==> src/ebi_pkg.sv <==
// shared constants, types and timing for the external bus interface
package ebi_pkg;
	// address and data widths
	localparam int ADDR_W      = 25;
	localparam int DATA_W      = 16;
	localparam int ROW_W       = 13;
	localparam int COL_W       = 9;
	// region decode on byte address bits 24:21 (2 MB windows)
	localparam int RGN_LSB     = 21;
	localparam logic [3:0] RGN_BOOT  = 4'h0;
	localparam logic [3:0] RGN_CS1   = 4'h1;
	localparam logic [3:0] RGN_CS2   = 4'h2;
	localparam logic [3:0] RGN_CS4   = 4'h3;
	localparam logic [3:0] RGN_SDRAM = 4'h8;   // 8..f: 16 MB... decoded by top bit
	localparam int SDRAM_BIT   = 24;           // one bit selects the 16 MB... sdram half
	// default cycle length in clocks when no slave acknowledges
	localparam int DEF_WAIT_NS = 200;
	localparam int CLK_NS      = 20;
	localparam int DEF_WAIT_CYC = (DEF_WAIT_NS + CLK_NS - 1) / CLK_NS;
	localparam int SD_CAS_LAT  = 2;
	localparam logic [1:0] CS_NONE = 2'h0;

	typedef struct packed {
		logic              write;
		logic [ADDR_W-1:0] addr;
		logic [1:0]        size;      // 0 byte, 1 word, 2 longword
		logic [DATA_W-1:0] wdata;
	} bus_req_s;

	typedef enum logic [2:0] {
		ST_IDLE  = 3'b000,
		ST_ASYNC = 3'b001,
		ST_ACT   = 3'b010,
		ST_CMD   = 3'b011,
		ST_LAT   = 3'b100,
		ST_DONE  = 3'b101
	} bus_state_e;

	typedef enum logic [2:0] {
		TGT_DEFAULT = 3'h0,
		TGT_BOOT    = 3'h1,
		TGT_CS1     = 3'h2,
		TGT_CS2     = 3'h3,
		TGT_CS4     = 3'h4,
		TGT_SDRAM   = 3'h5,
		TGT_IROM    = 3'h6
	} target_e;
endpackage

==> src/ebi_decode.sv <==
// address decoder that picks the target region and handles boot remap
module ebi_decode
	import ebi_pkg::*;
(
	// request address and strap
	input  wire logic [ADDR_W-1:0] addr_in,
	input  wire logic              boot_internal_in,
	// decoded target
	output target_e                target_out
);
	// the boot window goes to internal rom only when booting internally
	always_comb begin
		if (addr_in[SDRAM_BIT]) begin
			target_out = TGT_SDRAM;
		end else if (addr_in[RGN_LSB+3:RGN_LSB] == RGN_BOOT) begin
			target_out = boot_internal_in ? TGT_IROM : TGT_BOOT;
		end else if (addr_in[RGN_LSB+3:RGN_LSB] == RGN_CS1) begin
			target_out = TGT_CS1;
		end else if (addr_in[RGN_LSB+3:RGN_LSB] == RGN_CS2) begin
			target_out = TGT_CS2;
		end else if (addr_in[RGN_LSB+3:RGN_LSB] == RGN_CS4 && boot_internal_in) begin
			target_out = TGT_CS4;
		end else begin
			target_out = TGT_DEFAULT;
		end
	end
endmodule // ebi_decode

==> src/ebi_sync.sv <==
// two-stage synchroniser for inputs arriving from pins
module ebi_sync #(
	parameter int W = 1
) (
	// clock and reset
	input  wire logic         clk_in,
	input  wire logic         srst_in,
	input  wire logic [W-1:0] reset_val_in,
	// asynchronous level and its synchronised copy
	input  wire logic [W-1:0] d_in,
	output logic      [W-1:0] q_out
);
	logic [W-1:0] meta_r;
	logic [W-1:0] meta_nxt;
	logic [W-1:0] q_nxt;

	// first stage feeds only the second
	always_comb begin
		meta_nxt = srst_in ? reset_val_in : d_in;
		q_nxt    = srst_in ? reset_val_in : meta_r;
	end

	always_ff @(posedge clk_in) begin
		meta_r <= meta_nxt;
		q_out  <= q_nxt;
	end
endmodule // ebi_sync

==> src/external_bus_interface.sv <==
// external bus master: async chip selects, peripheral strobes and 16-bit sdram
// How it works
// - address carries msb byte; sdram muxes row/column
// - address bits 24..1 plus top bit shared
// - read/write high for read, low write
// - read strobe low during async read cycles, not sdram reads
// - 16-bit data bus captured on rising edge
// - writes drive all sixteen data lines
// - unmatched address runs default cycle
// - sdram is 16 bits, 16 MB only
// - row and column strobes active low
// - sdram write strobe low writing, high reads
// - sdram chip enable active low
// - upper and lower byte masks for sdram
// - bus clock to sdram, clock enable high once the strap is taken after reset
// - three chip selects, one pin shared
// - internal boot: internal rom, pin carries alternate
// - external boot: pin carries boot select
// - chip selects active low, glueless
// - peripheral strobes tied to peripheral select
// - peripheral ready stretches with wait states
// - tristate input floats every output pin
// - pins come up in primary function
module external_bus_interface
	import ebi_pkg::*;
#(
	parameter int DEF_WAIT = DEF_WAIT_CYC
) (
	// clock and reset
	input  wire logic              CLK_IN,
	input  wire logic              SRST_IN,
	// strap sampled after reset
	input  wire logic              BOOT_INTERNAL_IN,
	// internal request side
	input  wire logic              REQ_VALID_IN,
	input  bus_req_s               REQ_IN,
	output logic                   REQ_READY_OUT,
	output logic                   RSP_VALID_OUT,
	output logic      [DATA_W-1:0] RSP_DATA_OUT,
	output logic                   IROM_SEL_OUT,
	// bus pins
	output logic      [ADDR_W-1:1] ADDR_OUT,
	output logic                   TOP_ADDRESS_BIT_OUT,
	output logic                   RW_OUT,
	output logic                   READ_STROBE_N_OUT,
	input  wire logic [DATA_W-1:0] DATA_IN,
	output logic      [DATA_W-1:0] DATA_OUT,
	output logic                   DATA_OE_OUT,
	input  wire logic              TRANSFER_ACK_N_IN,
	// sdram pins
	output logic                   SDRAM_ROW_STROBE_N_OUT,
	output logic                   SDRAM_COLUMN_STROBE_N_OUT,
	output logic                   SDRAM_WRITE_STROBE_N_OUT,
	output logic                   SDRAM_CHIP_ENABLE_N_OUT,
	output logic                   SDRAM_UPPER_BYTE_MASK_OUT,
	output logic                   SDRAM_LOWER_BYTE_MASK_OUT,
	output logic                   SDRAM_CLOCK_OUT,
	output logic                   SDRAM_CLOCK_ENABLE_OUT,
	// chip selects and peripheral strobes
	output logic                   BOOT_CHIP_SELECT_N_OUT,
	output logic                   SECOND_CHIP_SELECT_N_OUT,
	output logic                   PERIPHERAL_CHIP_SELECT_N_OUT,
	output logic                   PERIPHERAL_READ_STROBE_N_OUT,
	output logic                   PERIPHERAL_WRITE_STROBE_N_OUT,
	input  wire logic              PERIPHERAL_READY_IN,
	// global float control and pin output enable
	input  wire logic              TRISTATE_ALL_IN,
	output logic                   PINS_OE_OUT
);
	localparam int WCNT_W = 8;
	localparam logic [WCNT_W-1:0] WAIT_LIM = WCNT_W'(DEF_WAIT);
	localparam logic [WCNT_W-1:0] CAS_LAT  = WCNT_W'(SD_CAS_LAT);
	// ready passes two flops, so its first answer is only seen on the third cycle
	localparam logic [WCNT_W-1:0] PER_MIN  = WCNT_W'(3);

	// synchronised pin inputs
	logic              ack_n_s;
	logic              ready_s;
	logic              hiz_s;
	logic [DATA_W-1:0] din_s;
	target_e           tgt;

	ebi_sync #(.W(3)) u_sync_ctl (
		.clk_in       (CLK_IN),
		.srst_in      (SRST_IN),
		.reset_val_in (3'b110),
		.d_in         ({TRANSFER_ACK_N_IN, PERIPHERAL_READY_IN, TRISTATE_ALL_IN}),
		.q_out        ({ack_n_s, ready_s, hiz_s})
	);

	// data is sampled straight on the rising edge, as a synchronous bus allows
	assign din_s = DATA_IN;

	// state
	bus_state_e        st_r, st_nxt;
	bus_req_s          req_r, req_nxt;
	target_e           tgt_r, tgt_nxt;
	logic [WCNT_W-1:0] cnt_r, cnt_nxt;
	logic              boot_int_r, boot_int_nxt;
	logic              strap_done_r, strap_done_nxt;
	logic              rsp_v_r, rsp_v_nxt;
	logic [DATA_W-1:0] rsp_d_r, rsp_d_nxt;

	ebi_decode u_decode (
		.addr_in          (REQ_IN.addr),
		.boot_internal_in (boot_int_r),
		.target_out       (tgt)
	);

	// function: strobe/select active for a given target during an async cycle
	function automatic logic sel_n(input target_e t, input target_e want, input logic act);
		sel_n = !(act && t == want);
	endfunction

	// sequencing of the bus cycle; internal rom answers in one cycle
	always_comb begin
		st_nxt         = st_r;
		req_nxt        = req_r;
		tgt_nxt        = tgt_r;
		cnt_nxt        = cnt_r;
		boot_int_nxt   = boot_int_r;
		strap_done_nxt = 1'b1;
		rsp_v_nxt      = 1'b0;
		rsp_d_nxt      = rsp_d_r;
		if (!strap_done_r) begin
			boot_int_nxt = BOOT_INTERNAL_IN;                    // strap caught after release
		end
		case (st_r)
			ST_IDLE: begin
				if (REQ_VALID_IN && strap_done_r) begin
					req_nxt = REQ_IN;
					tgt_nxt = tgt;
					cnt_nxt = '0;
					st_nxt  = (tgt == TGT_SDRAM) ? ST_ACT :
					          (tgt == TGT_IROM)  ? ST_DONE : ST_ASYNC;
				end
			end
			ST_ASYNC: begin
				cnt_nxt = cnt_r + 1'b1;
				// peripheral holds off until ready; others end on ack or default count
				if (tgt_r == TGT_CS2 && cnt_r < PER_MIN) begin
					cnt_nxt = cnt_r + 1'b1;
				end else if (tgt_r == TGT_CS2 && !ready_s) begin
					cnt_nxt = cnt_r;
				end else if (!ack_n_s || cnt_r == WAIT_LIM || tgt_r == TGT_CS2) begin
					rsp_v_nxt = 1'b1;
					rsp_d_nxt = din_s;
					st_nxt    = ST_IDLE;
				end
			end
			ST_ACT: begin
				st_nxt = ST_CMD;
			end
			ST_CMD: begin
				cnt_nxt = '0;
				if (req_r.write) begin
					rsp_v_nxt = 1'b1;
					st_nxt    = ST_IDLE;
				end else begin
					st_nxt = ST_LAT;
				end
			end
			ST_LAT: begin
				cnt_nxt = cnt_r + 1'b1;
				if (cnt_r == CAS_LAT - 1'b1) begin
					rsp_v_nxt = 1'b1;
					rsp_d_nxt = din_s;
					st_nxt    = ST_IDLE;
				end
			end
			ST_DONE: begin
				rsp_v_nxt = 1'b1;
				rsp_d_nxt = '0;
				st_nxt    = ST_IDLE;
			end
			default: st_nxt = ST_IDLE;
		endcase
		if (SRST_IN) begin
			st_nxt         = ST_IDLE;
			req_nxt        = '0;
			tgt_nxt        = TGT_DEFAULT;
			cnt_nxt        = '0;
			boot_int_nxt   = 1'b0;
			strap_done_nxt = 1'b0;
			rsp_v_nxt      = 1'b0;
			rsp_d_nxt      = '0;
		end
	end

	always_ff @(posedge CLK_IN) begin
		st_r         <= st_nxt;
		req_r        <= req_nxt;
		tgt_r        <= tgt_nxt;
		cnt_r        <= cnt_nxt;
		boot_int_r   <= boot_int_nxt;
		strap_done_r <= strap_done_nxt;
		rsp_v_r      <= rsp_v_nxt;
		rsp_d_r      <= rsp_d_nxt;
	end

	logic in_async;
	logic in_sd;
	logic sd_row_addr;
	logic pin_alt;
	assign in_async    = (st_r == ST_ASYNC);
	assign in_sd       = (st_r == ST_ACT) || (st_r == ST_CMD) || (st_r == ST_LAT);
	assign sd_row_addr = (st_r == ST_ACT);
	assign pin_alt     = in_async && (tgt_r == TGT_CS4);

	// request side
	assign REQ_READY_OUT = (st_r == ST_IDLE) && strap_done_r;
	assign RSP_VALID_OUT = rsp_v_r;
	assign RSP_DATA_OUT  = rsp_d_r;
	assign IROM_SEL_OUT  = (st_r == ST_DONE);

	// address: byte address, row then column for sdram
	always_comb begin
		ADDR_OUT = req_r.addr[ADDR_W-1:1];
		if (in_sd) begin
			ADDR_OUT = '0;
			ADDR_OUT[ROW_W:1] = sd_row_addr ? req_r.addr[ROW_W+COL_W:COL_W+1]
			                                : {4'h0, req_r.addr[COL_W:1]};
		end
	end
	// top bit shares the bit-20 pin: it carries bit 24 only for sdram row
	assign TOP_ADDRESS_BIT_OUT = (in_sd && sd_row_addr) ? req_r.addr[24] : req_r.addr[20];

	// read/write held for the whole cycle; output enable only in async and sdram command states
	assign RW_OUT            = (st_r == ST_IDLE) ? 1'b1 : !req_r.write;
	assign READ_STROBE_N_OUT = !(in_async && !req_r.write);
	assign DATA_OUT          = req_r.wdata;
	assign DATA_OE_OUT       = (in_async || st_r == ST_CMD) && req_r.write && !hiz_s;

	// sdram command pins: activate, then read or write command
	assign SDRAM_CHIP_ENABLE_N_OUT   = !((st_r == ST_ACT) || (st_r == ST_CMD));
	assign SDRAM_ROW_STROBE_N_OUT    = !(st_r == ST_ACT);
	assign SDRAM_COLUMN_STROBE_N_OUT = !(st_r == ST_CMD);
	assign SDRAM_WRITE_STROBE_N_OUT  = !(st_r == ST_CMD && req_r.write);
	// byte masks: a byte access to an odd address keeps only the low lane
	assign SDRAM_UPPER_BYTE_MASK_OUT = in_sd && req_r.size == 2'h0 && req_r.addr[0];
	assign SDRAM_LOWER_BYTE_MASK_OUT = in_sd && req_r.size == 2'h0 && !req_r.addr[0];
	assign SDRAM_CLOCK_OUT           = CLK_IN;
	assign SDRAM_CLOCK_ENABLE_OUT    = strap_done_r;

	// chip selects, shared pin follows boot mode
	assign BOOT_CHIP_SELECT_N_OUT = pin_alt ? 1'b0 :
	                                sel_n(tgt_r, TGT_BOOT, in_async);
	assign SECOND_CHIP_SELECT_N_OUT     = sel_n(tgt_r, TGT_CS1, in_async);
	assign PERIPHERAL_CHIP_SELECT_N_OUT = sel_n(tgt_r, TGT_CS2, in_async);
	assign PERIPHERAL_READ_STROBE_N_OUT  = !(in_async && tgt_r == TGT_CS2 && !req_r.write);
	assign PERIPHERAL_WRITE_STROBE_N_OUT = !(in_async && tgt_r == TGT_CS2 && req_r.write);

	// all pins float while the float control is high; primary function from reset on
	assign PINS_OE_OUT = !hiz_s;

	// checks
	a_rw_level: assert property (@(posedge CLK_IN) disable iff (SRST_IN)
		in_async |-> RW_OUT == !req_r.write) else $error("rw level wrong");
	a_oe_read: assert property (@(posedge CLK_IN) disable iff (SRST_IN)
		(in_async && !req_r.write) |-> !READ_STROBE_N_OUT) else $error("read strobe missing");
	a_we_read: assert property (@(posedge CLK_IN) disable iff (SRST_IN)
		(in_sd && !req_r.write) |-> SDRAM_WRITE_STROBE_N_OUT) else $error("sdram we in read");
	a_ras_cas: assert property (@(posedge CLK_IN) disable iff (SRST_IN)
		!SDRAM_ROW_STROBE_N_OUT |=> !SDRAM_COLUMN_STROBE_N_OUT) else $error("cas not after ras");
	a_default_end: assert property (@(posedge CLK_IN) disable iff (SRST_IN)
		(in_async && tgt_r != TGT_CS2 && cnt_r == WAIT_LIM) |=> rsp_v_r) else $error("default cycle hung");
	a_ack_end: assert property (@(posedge CLK_IN) disable iff (SRST_IN)
		(in_async && tgt_r != TGT_CS2 && !ack_n_s) |=> (st_r == ST_IDLE && rsp_v_r)) else $error("ack ignored");
	a_wait_ready: assert property (@(posedge CLK_IN) disable iff (SRST_IN)
		(in_async && tgt_r == TGT_CS2 && !ready_s) |=> in_async) else $error("wait not held");
	a_float_all: assert property (@(posedge CLK_IN) disable iff (SRST_IN)
		hiz_s |-> (!PINS_OE_OUT && !DATA_OE_OUT)) else $error("pins not floated");
	a_one_sel: assert property (@(posedge CLK_IN) disable iff (SRST_IN)
		!PERIPHERAL_READ_STROBE_N_OUT |-> (!PERIPHERAL_CHIP_SELECT_N_OUT && BOOT_CHIP_SELECT_N_OUT)) else $error("strobe without select");
	c_sd_read:  cover property (@(posedge CLK_IN) st_r == ST_LAT ##1 rsp_v_r);
	c_periph:   cover property (@(posedge CLK_IN) in_async && tgt_r == TGT_CS2 && !ready_s);
	c_alt_cs:   cover property (@(posedge CLK_IN) pin_alt);
endmodule // external_bus_interface

==> config.mk <==
export PLATFORM = sky130hd
export DESIGN_NAME = external_bus_interface
export DESIGN_NICKNAME = d
export VERILOG_FILES = /design/src/ebi_pkg.sv /design/src/ebi_decode.sv /design/src/ebi_sync.sv /design/src/external_bus_interface.sv
export SDC_FILE = /design/constraint.sdc
export NUM_CORES = 1
export LEC_CHECK = 0
export ABC_CLOCK_PERIOD_IN_PS = 2000
export BUFFER_PORTS_ARGS = -buffer_cell sky130_fd_sc_hd__buf_2
export CORE_UTILIZATION = 44
export CTS_CLUSTER_SIZE = 30
export DETAILED_ROUTE_END_ITERATION = 8
export PLACE_DENSITY_LB_ADDON = 0.2
export SETUP_SLACK_MARGIN = 0.3
export SLEW_MARGIN = 20
export SYNTH_ARGS = -nofsm -noshare
export SYNTH_HDL_FRONTEND = slang
export SYNTH_SLANG_ARGS = --single-unit
==> constraint.sdc <==
create_clock -name CLK_IN -period 2 [get_ports CLK_IN]
set_input_delay 0.1 -clock CLK_IN [delete_from_list [all_inputs] [get_ports CLK_IN]]
set_output_delay 0.1 -clock CLK_IN [all_outputs]
set_load 0.02 [all_outputs]
== Word level (Yosys, flattened, before mapping) ==
Cells that the tools add are included.

* Add/sub/neg operators: 1
* Magnitude comparators: 1
* Eq/ne operators: 22
* Mux-type cells: 36
* Reductions and logical operators: 48

{| class="wikitable"
|+ Operators with widths
! cell !! number
|-
| $mux 16 || 4
|-
| $pmux 16 s3 || 1
|-
| $mux 3 || 14
|-
| $pmux 8 s4 || 1
|-
| $mux 24 || 1
|-
| $mux 8 || 3
|-
| $logic_and 1x1->1 || 19
|-
| $eq 3x3->1 const B || 5
|-
| $logic_not 1->1 || 15
|-
| $pmux 3 s5 || 1
|-
| $mux 13 || 1
|-
| $eq 3x2->1 const B || 4
|-
| $reduce_and 5->1 || 2
|-
| $mux 1 || 9
|-
| $add 8x1->8 const B || 1
|-
| $eq 4x2->1 const B || 2
|-
| $eq 8x1->1 const B || 1
|-
| $eq 8x4->1 const B || 1
|-
| $lt 8x2->1 const B || 1
|-
| $ne 2x2->1 const B || 4
|-
| $eq 3x1->1 const B || 2
|-
| $logic_or 1x1->1 || 5
|-
| $eq 4x1->1 const B || 1
|-
| $logic_not 4->1 || 1
|-
| other kinds (9) || 9
|}

* Register bits: 83
* Input port bits: 67
* Output and inout bits: 77
* Word-level logic and storage cells: 121

== Depth between registers and ports, before layout ==
* Depth in word-level cells: 12
* Mapped depth: 8
* Gate-level depth less buffers: 7

== Cells and area by module ==
Synthesis repeated with hierarchy kept, for this count alone.

* Cell total of the unflattened synthesis: 474
* Area total of the unflattened synthesis: 3912.5 sq um

{| class="wikitable"
|+ By module, submodules not included
! module !! instances !! cells an instance !! area each (sq um) !! seq. area each (sq um)
|-
| external_bus_interface || 1 || 453 || 3632.2 || 1541.5
|-
| ebi_sync || 1 || 13 || 221.5 || 120.1
|-
| ebi_decode || 1 || 8 || 58.8 || 0.0
|}

==> reports/qor.txt <==
P_leak - 3.05 nW
Commonest non-fill, non-tap cell in the layout - buf_2
First-pass GRT wire length - 18700 um
Slew @ Worst Pin - 742 ps
Die H - 95.4 um
Initial Utilization - 0.461
Number of enable flip-flop cells after synthesis - 0
Crit Reg-Reg Startpoint - cnt_r[0]$_SDFFE_PP0P_
# IOs - 144
FF+latch count, synth - 83
GR Overflow Total - 0
Cell taking the most area after synthesis - dfxtp_1
Per-cell routed wire length - 20.1 um
Number of port buffers - 143
Largest net degree at the start of global routing - 36
Clock skew - 16.3 ps
Critical path class - flop to flop
Synthesized netlist cell count - 465
Hpwl dp - 6790 um
Pwr dens - 662 nW/um2
R2R cell count - 9
Clk_lat worst skew - 490 ps
GRT Resource Usage Total - 0.269
Antenna cells - 0
Antenna violations before repair - 0
Fraction of the cycle the final worst path needs - 1.02
Vias in the first global route - 3981
CP startpoint kind - flop
DRT antenna net count - 0
Register area - 1680 um2
FP Rows - 33
RSZ-0062 raised after global routing - true
CORE AREA - 8340 um2
Tmin final - 2050 ps
Share of layout cells above drive strength 1 - 0.525
Worst hold stages - 5
Critical Path Start - cnt_r[0]$_SDFFE_PP0P_
Maximum VDD drop - 0.787 mV
Worst hold slack - 171 ps
FFs w/ async S/R, synth - 0
Top cell type's share of synthesized area - 0.433
Worst hold start - SRST_IN
# fillers - 400
Final setup fails - 18
Util after Layout - 0.835
Area grow syn2layout - 81.3%
Total power - 4.61 mW
Max Cap Viol - 0
DRT iter0 DRCs - 417
Seq/Total Area, Yosys - 0.433
DRT Wirelength - 16300 um
Reg clk slew, reported paths - 90 ps
Design area - 6960 um2
Placer Congestion - 0.859
Worst Path Max Fanout - 8
NumNets Final - 772
Crit. End Element - flop
CP arrival - 2450 ps
Syn Area/Cell - 8.26 um2
Status - finished with violations
Synth top area cells - dfxtp_1 43%, nand2_1 13%, a21oi_1 6.8%
Setup ws final - -48.5 ps
Die X - 95.4 um
Syn. warnings - 0
Commonest non-fill, non-tap cells in the layout - 105 x buf_2, 91 x nand2_1, 73 x dfxtp_1
Worst hold-check path type - input pin to flop
First-pass iteration count of the detailed router - 7
Final Slew Violations - 0
Highest clock rate - 488 MHz
Main synth FF type - dfxtp_1
Placed cell area - 4600 um2
Residual DRC count - 0
CP required - 2400 ps
Multi-input gate area - 2530 um2
Die area - 9110 um2
Netlist cell types - 51
Rel. slew slack - 0.505
Cell Area, Synth - 3840 um2
Via density - 5.61
Failing checks - negative setup slack
Mapped Nets - 535
Total number of vias - 4555
CTS tree - built
Hold Fails Final Rpt - 0
## stage by stage
step	setup TNS (ps)	setup WS, ps	cells
4_1_cts	0	54.2	791
5_1_grt	-2090	-120	812
3_3_place_gp	0	141	684
2_1_floorplan	0	16.1	465
6_report	-326	-48.5	812
3_5_place_dp	0	50.2	684
## cell usage after synthesis, types with 4 or more instances
library cell,n
a21oi_1,52
a22o_1,4
a32o_1,6
and2_1,13
and3_1,4
buf_4,17
clkbuf_1,15
dfxtp_1,83
inv_1,8
mux2_1,5
mux2_2,5
mux2i_1,18
nand2_1,133
nand2b_1,5
nand3_1,6
nor2_1,14
nor2b_1,4
nor3_1,8
nor3b_1,6
nor4_1,4
o21ai_0,6
or2_2,4
or3_1,4
## where the power goes
| group | total [mW] | internal (mW) | switching (mW) |
|---|---|---|---|
| clock | 1.62 | 0.859 | 0.763 |
| combinational | 1.18 | 0.579 | 0.597 |
| sequential | 1.81 | 1.73 | 0.0774 |
| total | 4.61 | 3.17 | 1.44 |
## per-layer routing
layer	routed length (um)	part of all wire	track usage	vias to the layer above
met5	0	0	0	-
met1	6070	0.37	0.313	2178
li1	-	-	-	2027
met2	8290	0.51	0.456	273
met4	736	0.045	0.149	0
met3	1240	0.076	0.0598	77
## critical path: stages (launching register included)
cell and delay [ps]:
dfxtp_2 360, inv_2 60, ha_1 140, nand4bb_1 160
o211ai_2 260, nor2_2 110, a2111oi_4 350, buf_4 190
clkbuf_16 150, mux2i_1 200
## logic make-up after synthesis
group / count (synthesis) / synth area share
buffers and inverters: 53 / 0.0831
AND/OR/NAND/NOR: 214 / 0.256
multiplexers: 28 / 0.0762
adder cells (fa/ha/maj): 3 / 0.00977
flip-flops: 83 / 0.433
XOR/XNOR: 2 / 0.00456
AO/OA/AOI/OAI: 82 / 0.138
## flip-flops by register name (all words and copies together) (netlist names)
signal                  count
RSP_DATA_OUT               16
boot_int_r                  1
SDRAM_CLOCK_ENABLE_OUT      1
DATA_OUT                   16
u_sync_ctl.q_out            3
req_r                      28
cnt_r                       8
tgt_r                       3
RSP_VALID_OUT               1
st_r                        3
u_sync_ctl.meta_r           3
## path summary, 6_finish.rpt
path                                    endpoint  slack [ps]
setup reg to reg   RSP_DATA_OUT[13]$_SDFFE_PP0P_         -50
setup / recovery   RSP_DATA_OUT[13]$_SDFFE_PP0P_         -50
hold / removal      RSP_DATA_OUT[7]$_SDFFE_PP0P_         170
hold reg to reg   u_sync_ctl.q_out[2]$_SDFF_PP1_         440
## timing repair
item                                    4_1_cts  5_1_grt
resized for setup                            91      183
endpoints found under the setup margin       62       65
pin swaps                                    18       81
setup buffers                                22       13
hold buffers                                 64        0
endpoints found under the hold margin        65        0
gates cloned                                  2        8
## cell type report
class / count / area share
Clock buffer: 13 / 0.0244
Clock inverter: 7 / 0.0142
Inverter: 9 / 0.00557
Multi-Input combinational cell: 330 / 0.364
Sequential cell: 83 / 0.241
Tap cell: 105 / 0.0189
Timing Repair Buffer: 265 / 0.332
Power figures use the tool's default switching activity.
